`config.mk`:
```
export PLATFORM = sky130hd
export DESIGN_NAME = cscf_top
export DESIGN_NICKNAME = d
export VERILOG_FILES = /design/src/rtl/cscf_pkg.sv /design/src/rtl/cscf_top.sv /design/src/rtl/cscf_flag_cell.sv
export SDC_FILE = /design/constraint.sdc
export NUM_CORES = 1
export LEC_CHECK = 0
export ABC_AREA = 1
export ABC_CLOCK_PERIOD_IN_PS = 1500
export BUFFER_PORTS_ARGS = -buffer_cell sky130_fd_sc_hd__clkbuf_2
export CORE_MARGIN = 2
export CORE_UTILIZATION = 48
export DETAILED_ROUTE_END_ITERATION = 8
export GPL_TIMING_DRIVEN = 0
export HOLD_SLACK_MARGIN = 0.06
export PLACE_DENSITY_LB_ADDON = 0.1
export REMOVE_ABC_BUFFERS = 1
export SKIP_LAST_GASP = 1
export SYNTH_ARGS = -nofsm -noshare
export SYNTH_HDL_FRONTEND = slang
export SYNTH_SLANG_ARGS = --single-unit
```
`constraint.sdc`:
```
create_clock -name clk_i -period 1.5 [get_ports clk_i]
set_input_delay 0.15 -clock clk_i [delete_from_list [all_inputs] [get_ports clk_i]]
set_output_delay 0.15 -clock clk_i [all_outputs]
set_load 0.1 [all_outputs]
```
`src/rtl/cscf_pkg.sv`:
```
// Shared constants for the card status-change flag block
package cscf_pkg;

  // ==========================================================
  // Bus geometry
  localparam int CSCF_ADR_W = 16;
  localparam int CSCF_DAT_W = 32;
  localparam int CSCF_FLAG_N = 4;

  // ==========================================================
  // Register indexes, byte address is four times the index
  localparam logic [11:0] CSCF_IDX_FLAGS = 12'h804;
  localparam logic [11:0] CSCF_IDX_CFG = 12'h805;
  localparam logic [11:0] CSCF_IDX_CTRL = 12'h810;
  localparam logic [11:0] CSCF_IDX_IRQ_STS = 12'h811;
  localparam logic [11:0] CSCF_IDX_IRQ_MASK = 12'h812;

  // ==========================================================
  // Flag and enable bit positions (same layout in both registers)
  localparam int CSCF_BIT_CD = 3;
  localparam int CSCF_BIT_RDY = 2;
  localparam int CSCF_BIT_BWARN = 1;
  localparam int CSCF_BIT_BDEAD = 0;
  localparam int CSCF_CFG_SEL_LSB = 4;
  localparam int CSCF_CFG_SEL_W = 4;

  // ==========================================================
  // Control register bit positions
  localparam int CSCF_CTRL_PME_EN = 0;
  localparam int CSCF_CTRL_CLR_MODE = 2;
  localparam int CSCF_CTRL_CARD_IO = 5;
  localparam int CSCF_CTRL_RING_EN = 7;

  // ==========================================================
  // Reset values
  localparam logic [7:0] CSCF_RST_FLAGS = 8'h00;
  localparam logic [7:0] CSCF_RST_CFG = 8'h00;
  localparam logic [7:0] CSCF_RST_CTRL = 8'h00;
  localparam logic [3:0] CSCF_RST_IRQ = 4'h0;

endpackage

```
`src/rtl/cscf_top.sv`:
```
// Card status-change flags, enables and interrupt with a Wishbone slave
`timescale 1ns/100ps
module cscf_top
  import cscf_pkg::*;
#(
  parameter int ADR_W = CSCF_ADR_W
)
(
  // Clock and global reset
  input wire logic clk_i,
  input wire logic rst_i,
  // Bus reset from the host side
  input wire logic bus_reset_i,
  // Wishbone slave
  input wire logic wb_cyc_i,
  input wire logic wb_stb_i,
  input wire logic wb_we_i,
  input wire logic [ADR_W-1:0] wb_adr_i,
  input wire logic [3:0] wb_sel_i,
  input wire logic [CSCF_DAT_W-1:0] wb_dat_i,
  output logic [CSCF_DAT_W-1:0] wb_dat_o,
  output logic wb_ack_o,
  // Card socket lines
  input wire logic card_detect_line_one_i,
  input wire logic card_detect_line_two_i,
  input wire logic card_ready_i,
  input wire logic battery_warning_i,
  input wire logic battery_dead_i,
  input wire logic card_status_change_signal_i,
  input wire logic ring_indicate_pin_i,
  // Interrupt and routing
  output logic irq_o,
  output logic [CSCF_CFG_SEL_W-1:0] event_irq_line_select_o
);

  // ==========================================================
  // Address decode

  function automatic logic adr_hit(input logic [ADR_W-1:0] adr, input logic [11:0] idx);
    adr_hit = (adr[ADR_W-1:2] == (ADR_W-2)'(idx));
  endfunction

  function automatic logic rise(input logic now, input logic was);
    rise = now & ~was;
  endfunction

  logic ack_q;
  logic ack_d;
  logic [CSCF_DAT_W-1:0] dat_q;
  logic [CSCF_DAT_W-1:0] dat_d;
  wire req = wb_cyc_i & wb_stb_i;
  // Access completes at the edge where the master sees ack
  wire acc = req & ack_q;
  wire wr = acc & wb_we_i & wb_sel_i[0];
  wire hit_flg = adr_hit(wb_adr_i, CSCF_IDX_FLAGS);
  wire hit_cfg = adr_hit(wb_adr_i, CSCF_IDX_CFG);
  wire hit_ctl = adr_hit(wb_adr_i, CSCF_IDX_CTRL);
  wire hit_sts = adr_hit(wb_adr_i, CSCF_IDX_IRQ_STS);
  wire hit_msk = adr_hit(wb_adr_i, CSCF_IDX_IRQ_MASK);
  wire rd_flg = acc & ~wb_we_i & hit_flg;

  assign ack_d = req & ~ack_q;

  // ==========================================================
  // Registers

  logic [7:0] cfg_q;
  logic [7:0] cfg_d;
  logic [7:0] ctrl_q;
  logic [7:0] ctrl_d;
  logic [3:0] irq_sts_q;
  logic [3:0] irq_sts_d;
  logic [3:0] irq_mask_q;
  logic [3:0] irq_mask_d;
  logic [3:0] flag_q;

  wire pme_en = ctrl_q[CSCF_CTRL_PME_EN];
  wire clr_mode = ctrl_q[CSCF_CTRL_CLR_MODE];
  wire card_io = ctrl_q[CSCF_CTRL_CARD_IO];
  wire ring_en = ctrl_q[CSCF_CTRL_RING_EN];
  // bus reset gated by power management
  wire soft_rst = bus_reset_i & ~pme_en;
  wire flag_rst = rst_i | soft_rst;

  // ==========================================================
  // Input history and event detect

  logic cd1_q;
  logic cd2_q;
  logic rdy_q;
  logic bw_q;
  logic bd_q;
  logic sc_q;
  logic ri_q;
  logic hist_vld_q;
  logic [3:0] ev;
  logic [3:0] set;
  logic [3:0] clr;
  logic ev_b0;

  always_ff @(posedge clk_i)
  begin
    if (rst_i)
    begin
      cd1_q <= 1'b0;
      cd2_q <= 1'b0;
      rdy_q <= 1'b0;
      bw_q <= 1'b0;
      bd_q <= 1'b0;
      sc_q <= 1'b0;
      ri_q <= 1'b0;
      hist_vld_q <= 1'b0;
    end
    else
    begin
      cd1_q <= card_detect_line_one_i;
      cd2_q <= card_detect_line_two_i;
      rdy_q <= card_ready_i;
      bw_q <= battery_warning_i;
      bd_q <= battery_dead_i;
      sc_q <= card_status_change_signal_i;
      ri_q <= ring_indicate_pin_i;
      hist_vld_q <= 1'b1;
    end
  end

  // Bit 0 source depends on mode: ring first, then card type
  // bit zero source
  assign ev_b0 = ring_en ? rise(ring_indicate_pin_i, ri_q) :
                 card_io ? rise(card_status_change_signal_i, sc_q) : rise(battery_dead_i, bd_q);

  // History is invalid for one cycle after reset so no false change fires
  // card detect change
  assign ev[CSCF_BIT_CD] = hist_vld_q & ((card_detect_line_one_i ^ cd1_q) | (card_detect_line_two_i ^ cd2_q));
  assign ev[CSCF_BIT_RDY] = hist_vld_q & ~card_io & rise(card_ready_i, rdy_q);
  assign ev[CSCF_BIT_BWARN] = hist_vld_q & ~card_io & rise(battery_warning_i, bw_q);
  assign ev[CSCF_BIT_BDEAD] = hist_vld_q & ev_b0;

  assign set = ev & cfg_q[3:0];

  // Read-clear only drops what software actually saw
  // clear method select
  assign clr = clr_mode ? ((wr & hit_flg) ? wb_dat_i[3:0] : 4'h0) : (rd_flg ? dat_q[3:0] : 4'h0);

  genvar g;
  generate
    for (g = 0; g < CSCF_FLAG_N; g++)
    begin : g_flag
      cscf_flag_cell u_cell (
        .clk_i(clk_i),
        .rst_i(flag_rst),
        .set_i(set[g]),
        .clr_i(clr[g]),
        .flag_o(flag_q[g])
      );
    end
  endgenerate

  // ==========================================================
  // Read view of the flags

  logic [3:0] view_raw;
  logic [7:0] flag_view;

  // In ring mode bit 0 shows the pin level rather than a latched event
  assign view_raw = {flag_q[3], flag_q[2] & ~card_io, flag_q[1] & ~card_io, ring_en ? ri_q : flag_q[0]};
  assign flag_view = {4'h0, view_raw & cfg_q[3:0]};

  // ==========================================================
  // Register writes

  always_comb
  begin
    cfg_d = cfg_q;
    ctrl_d = ctrl_q;
    irq_mask_d = irq_mask_q;
    if (wr & hit_cfg)
      cfg_d = wb_dat_i[7:0];
    if (soft_rst)
      cfg_d[3:0] = CSCF_RST_CFG[3:0];
    if (wr & hit_ctl)
      ctrl_d = wb_dat_i[7:0];
    if (wr & hit_msk)
      irq_mask_d = wb_dat_i[3:0];
  end

  assign irq_sts_d = set | (irq_sts_q & ~((wr & hit_sts) ? wb_dat_i[3:0] : 4'h0));

  always_ff @(posedge clk_i)
  begin
    if (rst_i)
    begin
      cfg_q <= CSCF_RST_CFG;
      ctrl_q <= CSCF_RST_CTRL;
      irq_sts_q <= CSCF_RST_IRQ;
      irq_mask_q <= CSCF_RST_IRQ;
    end
    else
    begin
      cfg_q <= cfg_d;
      ctrl_q <= ctrl_d;
      irq_sts_q <= irq_sts_d;
      irq_mask_q <= irq_mask_d;
    end
  end

  // ==========================================================
  // Read data and ack

  always_comb
  begin
    dat_d = '0;
    if (hit_flg)
      dat_d[7:0] = flag_view;
    else if (hit_cfg)
      dat_d[7:0] = cfg_q;
    else if (hit_ctl)
      dat_d[7:0] = ctrl_q;
    else if (hit_sts)
      dat_d[3:0] = irq_sts_q;
    else if (hit_msk)
      dat_d[3:0] = irq_mask_q;
  end

  // Unmapped addresses still ack, with zero data
  always_ff @(posedge clk_i)
  begin
    if (rst_i)
    begin
      ack_q <= 1'b0;
      dat_q <= '0;
    end
    else
    begin
      ack_q <= ack_d;
      if (ack_d & ~wb_we_i)
        dat_q <= dat_d;
    end
  end

  assign wb_ack_o = ack_q;
  assign wb_dat_o = dat_q;

  // ==========================================================
  // Interrupt and routing

  assign irq_o = |(irq_sts_q & irq_mask_q);
  assign event_irq_line_select_o = cfg_q[CSCF_CFG_SEL_LSB +: CSCF_CFG_SEL_W];
endmodule

```
`src/rtl/cscf_flag_cell.sv`:
```
// Sticky event flag with set-over-clear priority
`timescale 1ns/100ps
module cscf_flag_cell
  import cscf_pkg::*;
(
  // Clock and flag reset
  input wire logic clk_i,
  input wire logic rst_i,
  // Event and clear
  input wire logic set_i,
  input wire logic clr_i,
  // Flag
  output logic flag_o
);

  logic flag_q;
  logic flag_d;

  assign flag_d = set_i | (flag_q & ~clr_i);
  assign flag_o = flag_q;

  always_ff @(posedge clk_i)
  begin
    if (rst_i)
      flag_q <= CSCF_RST_FLAGS[0];
    else
      flag_q <= flag_d;
  end

endmodule

```
=== Yosys cells after proc, flatten, opt, wreduce, memory -nomap -nowiden ===
Cells that the tools add are included.

* Bits of input ports: 65
* Output and inout port bits: 38
* Word-level logic and storage cells: 97
* Register bits after elaboration: 45

* Reduce and logical (&&, ||, !) cells: 2
* Equal/unequal tests: 5
* Bitwise operators: 57
* Multiplexer cells: 14

{| class="wikitable"
|+ Operators by type and width
! cell !! count
|-
| equality test 14 x 12 -> 1 bit, second input constant || 5
|-
| 2-to-1 mux 4 bit || 8
|-
| bitwise AND 1 bit || 30
|-
| bitwise AND 4 bit || 4
|-
| 2-to-1 mux 8 bit || 2
|-
| inverter 1 bit || 13
|-
| OR 1 bit || 6
|-
| 2-to-1 mux 1 bit || 4
|-
| inverter 4 bit || 1
|-
| OR 4 bit || 1
|-
| OR reduction 4 bit || 1
|-
| OR reduction 2 bit || 1
|-
| XOR 1 bit || 2
|}

=== Longest topological paths before layout ===
Gate-level depths: netlist of run 1.

* Word-level depth: 10
* Mapped depth: 11
* Mapped depth without buffers: 11

=== Modules after synthesis ===
From an unflattened synthesis of run 1, not the netlist that was laid out.

* Cell total of the unflattened synthesis: 345
* Area, all modules: 2482.4 um^2

{| class="wikitable"
|+ Modules (own cells, without submodules)
! module !! area each (um^2) !! instances !! cells an instance !! sequential area each (um^2)
|-
| cscf_top || 2322.2 || 1 || 325 || 820.8
|-
| cscf_flag_cell || 40.0 || 4 || 5 || 20.0
|}

=== Least setup slack after synthesis of run 1 ===
OpenSTA, ideal clock, no wires.

* Path kind: flip-flop to output port
* Start: register irq_mask_q[1]
* End: output port irq_o
* Stages on the path, launching flop included: 3
* Setup slack: -1116 ps
* Buffers on the path: 0
* Data arrival time: 2466 ps
* Cells stage by stage: dfxtp_1 > inv_1 > o21ai_0

* Longest elaborated chain between the ends: 2

{| class="wikitable"
|+ Ends and longest elaborated chain
! what !! RTL line !! text
|-
| from (decl) || cscf_top.sv:73 || <nowiki>logic [3:0] irq_mask_q;</nowiki>
|-
| from (signal assigned) || cscf_top.sv:203 || <nowiki>irq_mask_q <= irq_mask_d;</nowiki>
|-
| bitwise AND 4 bit || cscf_top.sv:247 || <nowiki>assign irq_o = |(irq_sts_q & irq_mask_q);</nowiki>
|-
| OR reduction 4 bit || cscf_top.sv:247 ||
|-
| to (decl) || cscf_top.sv:32 || <nowiki>output logic irq_o,</nowiki>
|}

Every way passes these cells.

=== Worst setup path after layout of run 1 ===
* Start: register ack_q, in the netlist wb_ack_o
* End: register g_flag[3].u_cell.flag_q

* Longest elaborated chain between the ends: 9

{| class="wikitable"
|+ Ends and longest elaborated chain
! what !! RTL line !! text
|-
| from (decl) || cscf_top.sv:47 || <nowiki>logic ack_q;</nowiki>
|-
| from (signal assigned) || cscf_top.sv:235 || <nowiki>ack_q <= ack_d;</nowiki>
|-
| bitwise AND 1 bit (*) || cscf_top.sv:53 || <nowiki>wire acc = req & ack_q;</nowiki>
|-
| bitwise AND 1 bit (2 in series) || cscf_top.sv:54 || <nowiki>wire wr = acc & wb_we_i & wb_sel_i[0];</nowiki>
|-
| bitwise AND 1 bit || cscf_top.sv:143 || <nowiki>assign clr = clr_mode ? ((wr & hit_flg) ? wb_dat_i[3:0] : 4'h0) : (rd_flg ? dat_q[3:0] : 4'h0);</nowiki>
|-
| 2-to-1 mux 4 bit || cscf_top.sv:143 ||
|-
| 2-to-1 mux 4 bit (*) || cscf_top.sv:143 ||
|-
| inverter 1 bit (*) || cscf_flag_cell.sv:19 || <nowiki>assign flag_d = set_i | (flag_q & ~clr_i);</nowiki>
|-
| bitwise AND 1 bit (*) || cscf_flag_cell.sv:19 ||
|-
| OR 1 bit (*) || cscf_flag_cell.sv:19 ||
|-
| to (signal assigned) || cscf_flag_cell.sv:25 || <nowiki>flag_q <= CSCF_RST_FLAGS[0];</nowiki>
|-
| to (signal assigned) || cscf_flag_cell.sv:27 || <nowiki>flag_q <= flag_d;</nowiki>
|-
| to (decl) || cscf_flag_cell.sv:16 || <nowiki>logic flag_q;</nowiki>
|}

Every way passes the cells marked *; elsewhere a longest branch is shown, timed or not.
A chain may end at the register's enable or synchronous reset.

==> results by group, run 1 <==
Yosys
  – Syn Inst Count: 342
  – Post-synth EDFFs: 0
  – Synth top cells by count: 49 x inv_1, 48 x nand2_1, 45 x dfxtp_1
  – Netlist Area Pre-Place: 2400 µm²
  – Post-synthesis adder-cell area fraction: 0%
  – Flops & latches, synth: 45
  – Main synth FF type: dfxtp_1
  – Top cells by area, synth: dfxtp_1 38%, buf_4 8.8%, inv_1 7.7%
  – Cell accounting for the most synthesized area: dfxtp_1
  – Asr flop ratio synth: 0%
  – Count leader, synth: inv_1
  – Synth Area in Simple Gates: 26.1%
  – Distinct cells, synth: 34
  – Top cell type's share of synthesized area: 37.5%
  – Yosys Warn Count: 0
  – Complex-gate fraction of the synthesized area: 16.9%
  – Synth Area in XOR/XNOR: 0.729%
  – Mux cell area share after synthesis: 0%
  – Syn Area/Cell: 7.02 µm²
  – Largest family of logic cells by synthesized area: simple AND/OR/NAND/NOR gates
  – Seq/Total Area, Yosys: 37.5%

GRT
  – Grt total ovfl: 0
  – Number of global-route vias before repair: 1,930
  – First-pass GRT wire length: 8.99 mm
  – Initial antenna violation count: 0
  – Pin count of the biggest net entering global routing: 22
  – GRT Resource Usage Total: 21.7%

Power and ir drop
  – Pwr dens: 931 nW/µm²
  – Static leakage: 1.25 nW
  – Final Power: 2.65 mW
  – VDD IR max: 0.000520 V

Drt
  – Residual DRC count: 0
  – Vias per cell: 4.76
  – Met2 wire length: 2.72 mm
  – DRT Pass-1 Iters: 5
  – Final ANT Viol Nets: 0
  – Final wirelength: 5.72 mm
  – Top Layer Used: met4
  – Metal-1 WL: 2.58 mm
  – Initial DRC count: 155
  – Via Count: 2,212
  – WL per Instance: 12.3 µm
  – Met3 wire length: 294 µm

Setup path
  – CP endpoint kind: register
  – Crit Path Class: reg2reg
  – CP required: 1700 ps
  – Critical Path AT: 1650 ps
  – Setup crit start kind: register
  – Reg2Reg Setup Slack: 50 ps
  – Crit path max fanout: 4
  – FF-to-FF path depth: 7

Timing
  – RSZ-0062 raised after global routing: true
  – Tightest Pin Transition: 589 ps
  – Final hold vios: 0
  – Pins Over Slew Limit: 0
  – Post-layout min period: 1450 ps
  – Max Clk Rate: 689 MHz
  – Fin crit share: 96.7%
  – Final WS setup: 49.4 ps
  – Max-slew headroom: 60.7%
  – Clk_skew: 10.2 ps
  – Setup violators final: 0

Floorplan
  – DIE AREA: 5590 µm²
  – Row cnt: 25
  – Starting Density: 50.2%
  – Die width: 74.7 µm
  – Die height: 74.7 µm
  – Ports: 103
  – Core Area: 4790 µm²

CTS
  – Number of buffers created by CTS: 5
  – Worst-Skew Late Latency: 310 ps
  – Clk sink count: 45
  – H-tree depth: 2
  – Worst-path clk slew: 90 ps
  – Clock root cell: clkbuf_8
  – CTS Buffer Depth: 2
  – CTS tree: built

Placement
  – Port Buf Inserts: 49
  – Pre-CTS setup slack: -87.1 ps
  – Gp weighted congestion: 0.823
  – DP Wirelength: 4.17 mm

Outcome
  – Status: complete, no violations

Final layout
  – Post-layout net count: 462
  – Antenna Cells: 0
  – Fill cells: 483
  – Area Growth Syn to Fin: 18.6%
  – Fraction of layout cells with a size suffix above 1: 23.4%

Hold path
  – Worst min path class: in2reg
  – Hold Path Stages: 3

Job
  – Max Cap Viol: 0
## layout by cell type, fill, tap and decap left out, types with 7 or more instances in the layout
master,synthesis,routed
inv_1,49,48
nand2_1,48,48
clkbuf_2,0,48
dfxtp_1,45,43
nor2_1,38,37
a21oi_1,33,33
o21ai_0,30,29
conb_1,1,24
nand3_1,22,21
nor2_4,4,7
## routing by layer
layer | GRT usage (%) | vias up
met5 | 0 | -
met4 | 8.33 | 0
met3 | 4.42 | 11
met2 | 36.6 | 69
met1 | 27.4 | 985
li1 | - | 1147
## path summary, 6_finish.rpt
kind	startpoint	endpoint
setup / recovery	wb_ack_o	g_flag[3].u_cell.flag_o
hold / removal	card_ready_i	rdy_q
setup reg to reg	wb_ack_o	g_flag[3].u_cell.flag_o
hold reg to reg	ctrl_q[6]	ctrl_q[6]
## state kept, by name, indices dropped and copies added (netlist names)
signal / count
wb_dat_o: 8
sc_q: 1
g_flag.u_cell.flag_o: 4
irq_sts_q: 4
ri_q: 1
cd1_q: 1
rdy_q: 1
irq_mask_q: 4
wb_ack_o: 1
ctrl_q: 8
bd_q: 1
cfg_q: 8
hist_vld_q: 1
cd2_q: 1
bw_q: 1
## layout make-up
type                       count  area [µm²]  area share, %
inverter                      56         223           7.81
clock inverter                 3        46.3           1.62
multi-input combinational    232        1190           41.9
sequential                    45         906           31.8
timing repair inverter         1        7.51          0.263
timing repair buffer          56         322           11.3
clock buffer                   5        68.8           2.41
tap                           67        83.8           2.94
## worst max-delay path, stage by stage (launching register included)
cell and delay (ps):
dfxtp_4 380, nand3_4 80, nor2_4 200, clkinvlp_4 250, nor2_4 170, nand3_1 100, nand3_1 100, a21oi_1 60
## metrics by stage
step	cells	area, µm²	TNS [ps]	hold slack (ps)	util (%)
floorplan	332	2260	-17020	219	-
global placement	448	2590	-328	365	54.1
detailed placement	448	2590	-448	369	54.1
CTS	462	2780	-40.1	71.1	58.1
global route	465	2850	-93.7	72.9	59.6
finish	465	2850	0	63.4	59.6
## where the power goes
group / internal [mW] / switching, mW
registers: 1.21 / 0.00960
logic: 0.0766 / 0.413
clock network: 0.499 / 0.445
total: 1.79 / 0.868
## what timing repair did
| item | 4_1_cts | 5_1_grt |
|---|---|---|
| gates cloned | 0 | 2 |
| pin swaps | 0 | 2 |
| buffers inserted | 0 | 1 |
| endpoints found under the hold margin | 6 | 0 |
| hold buffers | 6 | 0 |
| gates resized for setup | 4 | 14 |
| setup endpoints to repair | 13 | 24 |
## cells by family (layout without fill, tap and decap cells)
kind of cell | count (synthesis) | count (layout)
AOI/OAI and AO/OA | 76 | 76
buffers and inverters | 89 | 121
DFF | 45 | 45
other | 1 | 24
xor gates and xnor gates | 2 | 2
and+or+nand+nor | 129 | 130
Note: power is estimated with default switching activity, not from simulation.
==> run 2: changes to the inputs <==
BUFFER_PORTS_ARGS = -buffer_cell sky130_fd_sc_hd__buf_2   (was -buffer_cell sky130_fd_sc_hd__clkbuf_2)
==> results by group, run 2 (same netlist as run 1, synthesis figures left out) <==
Outcome
  – Status: complete, no violations

GRT
  – First-pass GRT wire length: 9.04 mm
  – GRT Resource Usage Total: 21.6%
  – Number of global-route vias before repair: 1,934
  – Pin count of the biggest net entering global routing: 22
  – Grt total ovfl: 0
  – Initial antenna violation count: 0

Placement
  – DP Wirelength: 4.11 mm
  – Port Buf Inserts: 49
  – Post-Place Cells: 448
  – Gp weighted congestion: 0.819

CTS
  – Worst-Skew Late Latency: 300 ps
  – Number of buffers created by CTS: 5
  – CTS Buffer Depth: 2
  – Clock root cell: clkbuf_8
  – H-tree depth: 2
  – CTS tree: built
  – Clk sink count: 45
  – Worst-path clk slew: 90 ps

Final layout
  – Multi-input gate area: 1180 µm²
  – Antenna Cells: 0
  – Post-layout net count: 464
  – Most frequent cells in the layout: 48 x inv_1, 48 x buf_2, 47 x nand2_1
  – Non-filler cells, final: 467
  – Register area: 902 µm²
  – Fill cells: 476
  – Fraction of layout cells with a size suffix above 1: 23.8%
  – Area Growth Syn to Fin: 18.6%

Power and ir drop
  – Pwr dens: 932 nW/µm²
  – Final Power: 2.65 mW
  – VDD IR max: 0.000553 V
  – Static leakage: 1.27 nW

Timing
  – Pins Over Slew Limit: 0
  – Fin Hold WS: 64.6 ps
  – Final hold vios: 0
  – RSZ-0062 raised after global routing: true
  – Clk_skew: 8.77 ps
  – Setup violators final: 0
  – Max Clk Rate: 688 MHz
  – Post-layout min period: 1450 ps
  – Tightest Pin Transition: 599 ps
  – Fin crit share: 96.9%
  – Max-slew headroom: 60.0%

Drt
  – DRT Pass-1 Iters: 4
  – WL per Instance: 12.1 µm
  – Final wirelength: 5.65 mm
  – Final ANT Viol Nets: 0
  – Via Count: 2,176
  – Residual DRC count: 0
  – Vias per cell: 4.66
  – Initial DRC count: 118

Setup path
  – Crit path max fanout: 8
  – Critical Path AT: 1650 ps
  – CP required: 1700 ps
  – CP endpoint kind: register
  – Setup crit start kind: register
  – Crit Path Class: reg2reg

Floorplan
  – Row cnt: 25
  – Starting Density: 50.2%
  – Ports: 103
  – DIE AREA: 5590 µm²
  – Core Area: 4790 µm²
  – Die height: 74.7 µm
  – Die width: 74.7 µm

Job
  – Max Cap Viol: 0

Hold path
  – Worst min path class: in2reg
-- run 2: cell types whose count changed in the layout (fill, tap and decap cells not counted), moves of 2 or more --
cell / delta
buf_2: +48
buf_4: +4
clkbuf_2: -48
clkinvlp_4: -2
-- run 2: worst paths after layout --
check,start,to,slack [ps],cells after the start
setup / recovery,wb_ack_o,irq_mask_q[3],50,7
hold / removal,card_ready_i,rdy_q,60,3
setup reg to reg,wb_ack_o,irq_mask_q[3],50,7
hold reg to reg,ctrl_q[1],ctrl_q[1],450,2
-- run 2: power breakdown --
part | leakage [nW] | internal, mW | switching [mW]
logic | 0.854 | 0.0803 | 0.413
registers | 0.366 | 1.21 | 0.00901
clock network | 0.0543 | 0.499 | 0.442
-- run 2: cell type report --
type	count	area share [%]
multi-input cells	231	41.3
flip-flops and latches	45	31.7
repair buffers	60	12.3
inverters	56	7.69
well taps	67	2.94
clock buffers	5	2.42
clock inverters	3	1.62
-- run 2: critical path, stage by stage (launching register included) --
cell and delay, ps:
dfxtp_1 380, nand3_2 110, nor2_4 210, buf_4 140, nand4_1 80, buf_4 170
o21ai_0 180, a21oi_1 60
-- run 2: repair_timing --
| item | in CTS | in global routing |
|---|---|---|
| hold buffers | 6 | 0 |
| setup buffers | 0 | 5 |
| endpoints found under the hold margin | 6 | 0 |
| pin swaps | 0 | 3 |
| setup endpoints to repair | 13 | 24 |
| resized for setup | 4 | 11 |
-- run 2: through the flow --
stage	setup slack (ps)	setup TNS (ps)	utilization [%]	cell area, µm²
2_1_floorplan	-1120	-17020	-	2260
3_3_place_gp	-64.7	-312	54.1	2590
3_5_place_dp	-60.6	-399	54.1	2590
4_1_cts	8.97	0	58.1	2780
5_1_grt	-20.0	-49.6	59.5	2850
6_report	46.0	0	59.5	2850
-- run 2: layer usage --
metal	routed length, µm	GRT usage [%]	up-vias
met3	305	4.82	7
met4	51	4.76	0
met1	2620	27.3	948
met5	0	0	-
li1	-	-	1156
met2	2670	37.8	65
==> run 3: changes to the inputs <==
BUFFER_PORTS_ARGS = -buffer_cell sky130_fd_sc_hd__buf_4   (was -buffer_cell sky130_fd_sc_hd__buf_2)
==> results by group, run 3 (same netlist as run 1, synthesis figures left out) <==
Outcome
  – Status: complete, no violations

Timing
  – Max-slew headroom: 59.7%
  – Final hold vios: 0
  – Fin Hold WS: 61.2 ps
  – Setup violators final: 0
  – Final WS setup: 72.3 ps
  – Clk_skew: 6.67 ps
  – Post-layout min period: 1430 ps
  – Tightest Pin Transition: 604 ps
  – Pins Over Slew Limit: 0
  – Fin crit share: 95.2%
  – Final setup TNS: 0 ps
  – RSZ-0062 raised after global routing: true
  – Max Clk Rate: 700 MHz

Floorplan
  – Ports: 103
  – DIE AREA: 5590 µm²
  – Core Area: 4790 µm²
  – Starting Density: 50.2%
  – Die height: 74.7 µm
  – Row cnt: 25
  – Die width: 74.7 µm

Final layout
  – Area Growth Syn to Fin: 21.9%
  – Post-layout util: 61.2%
  – Non-filler cells, final: 460
  – Antenna Cells: 0
  – Design Area, Final: 2930 µm²
  – Post-layout net count: 457
  – Most common cell after layout, fill and taps aside: buf_4
  – Most frequent cells in the layout: 49 x buf_4, 48 x inv_1, 48 x nand2_1
  – Fraction of layout cells with a size suffix above 1: 22.6%

Placement
  – Pre-CTS setup slack: -54.1 ps
  – Port Buf Inserts: 49
  – Gp weighted congestion: 0.809
  – Post-Place Cells: 448
  – DP Wirelength: 4.11 mm
  – Post-placement cell area: 2710 µm²

GRT
  – Met2 usage: 34.2%
  – First-pass GRT wire length: 9.03 mm
  – Met1 usage: 28.5%
  – Most used routing layer: met2
  – GR Util met3: 4.55%
  – Initial antenna violation count: 0
  – Number of global-route vias before repair: 1,966
  – GRT Resource Usage Total: 21.1%
  – Grt total ovfl: 0
  – Pin count of the biggest net entering global routing: 22

Setup path
  – CP endpoint kind: output port
  – Setup crit start kind: register
  – Critical Path AT: 1280 ps
  – Crit path max fanout: 2
  – CP required: 1350 ps
  – Crit Path Class: reg2out

Drt
  – Residual DRC count: 0
  – DRT Pass-1 Iters: 5
  – Final ANT Viol Nets: 0
  – Initial DRC count: 150
  – Vias per cell: 4.75
  – WL per Instance: 12.0 µm
  – Final wirelength: 5.53 mm
  – Via Count: 2,187

CTS
  – Worst-Skew Late Latency: 300 ps
  – CTS tree: built
  – CTS Buffer Depth: 2
  – Clk sink count: 45
  – Number of buffers created by CTS: 5
  – H-tree depth: 2
  – Clock root cell: clkbuf_8
  – Worst-path clk slew: 90 ps

Power and ir drop
  – VDD IR max: 0.000600 V
  – Pwr dens: 969 nW/µm²
  – Static leakage: 1.29 nW
  – Final Power: 2.84 mW

Hold path
  – Worst min path class: in2reg

Job
  – Max Cap Viol: 0
run 3: final cells by class:
| class | count | area, µm² |
|---|---|---|
| fill | 456 | 1860 |
| tap | 67 | 83.8 |
| multi-input combinational | 231 | 1170 |
| timing repair buffer | 53 | 412 |
| sequential | 45 | 901 |
| clock buffer | 5 | 68.8 |
| inverter | 56 | 219 |
| clock inverter | 3 | 68.8 |
run 3: power breakdown:
part / internal (mW) / total [mW] / switching [mW] / leakage [nW]
logic: 0.100 / 0.509 / 0.409 / 0.851
clock network: 0.671 / 1.11 / 0.436 / 0.0687
registers: 1.21 / 1.22 / 0.00930 / 0.365
total: 1.98 / 2.84 / 0.855 / 1.29
run 3: what timing repair did:
item	4_1_cts	5_1_grt
hold buffers	3	0
gates resized for setup	3	7
setup buffers	0	1
hold endpoints to repair	3	0
endpoints found under the setup margin	12	28
pin swaps	0	2
run 3: routing by layer:
metal  part of all wire, %  vias up  wire length [µm]
met1                    44      970              2450
met4                  0.87        0                48
li1                      -     1140                 -
met3                   5.9        7               324
met5                     0        -                 0
met2                    49       70              2700
run 3: worst max-delay path, stage by stage (launching register included):
cell	delay, ps
dfxtp_1	340
inv_1	60
o22ai_2	160
a21oi_1	50
o21ai_0	90
clkbuf_8	280
run 3: path summary, 6_finish.rpt:
path / start / endpoint / slack [ps] / depth (start not counted)
setup / recovery: irq_mask_q[0] / irq_o / 70 / 5
setup reg to reg: wb_ack_o / wb_dat_o[2] / 80 / 5
hold / removal: battery_dead_i / bd_q / 60 / 3
hold reg to reg: ctrl_q[6] / ctrl_q[6] / 450 / 2
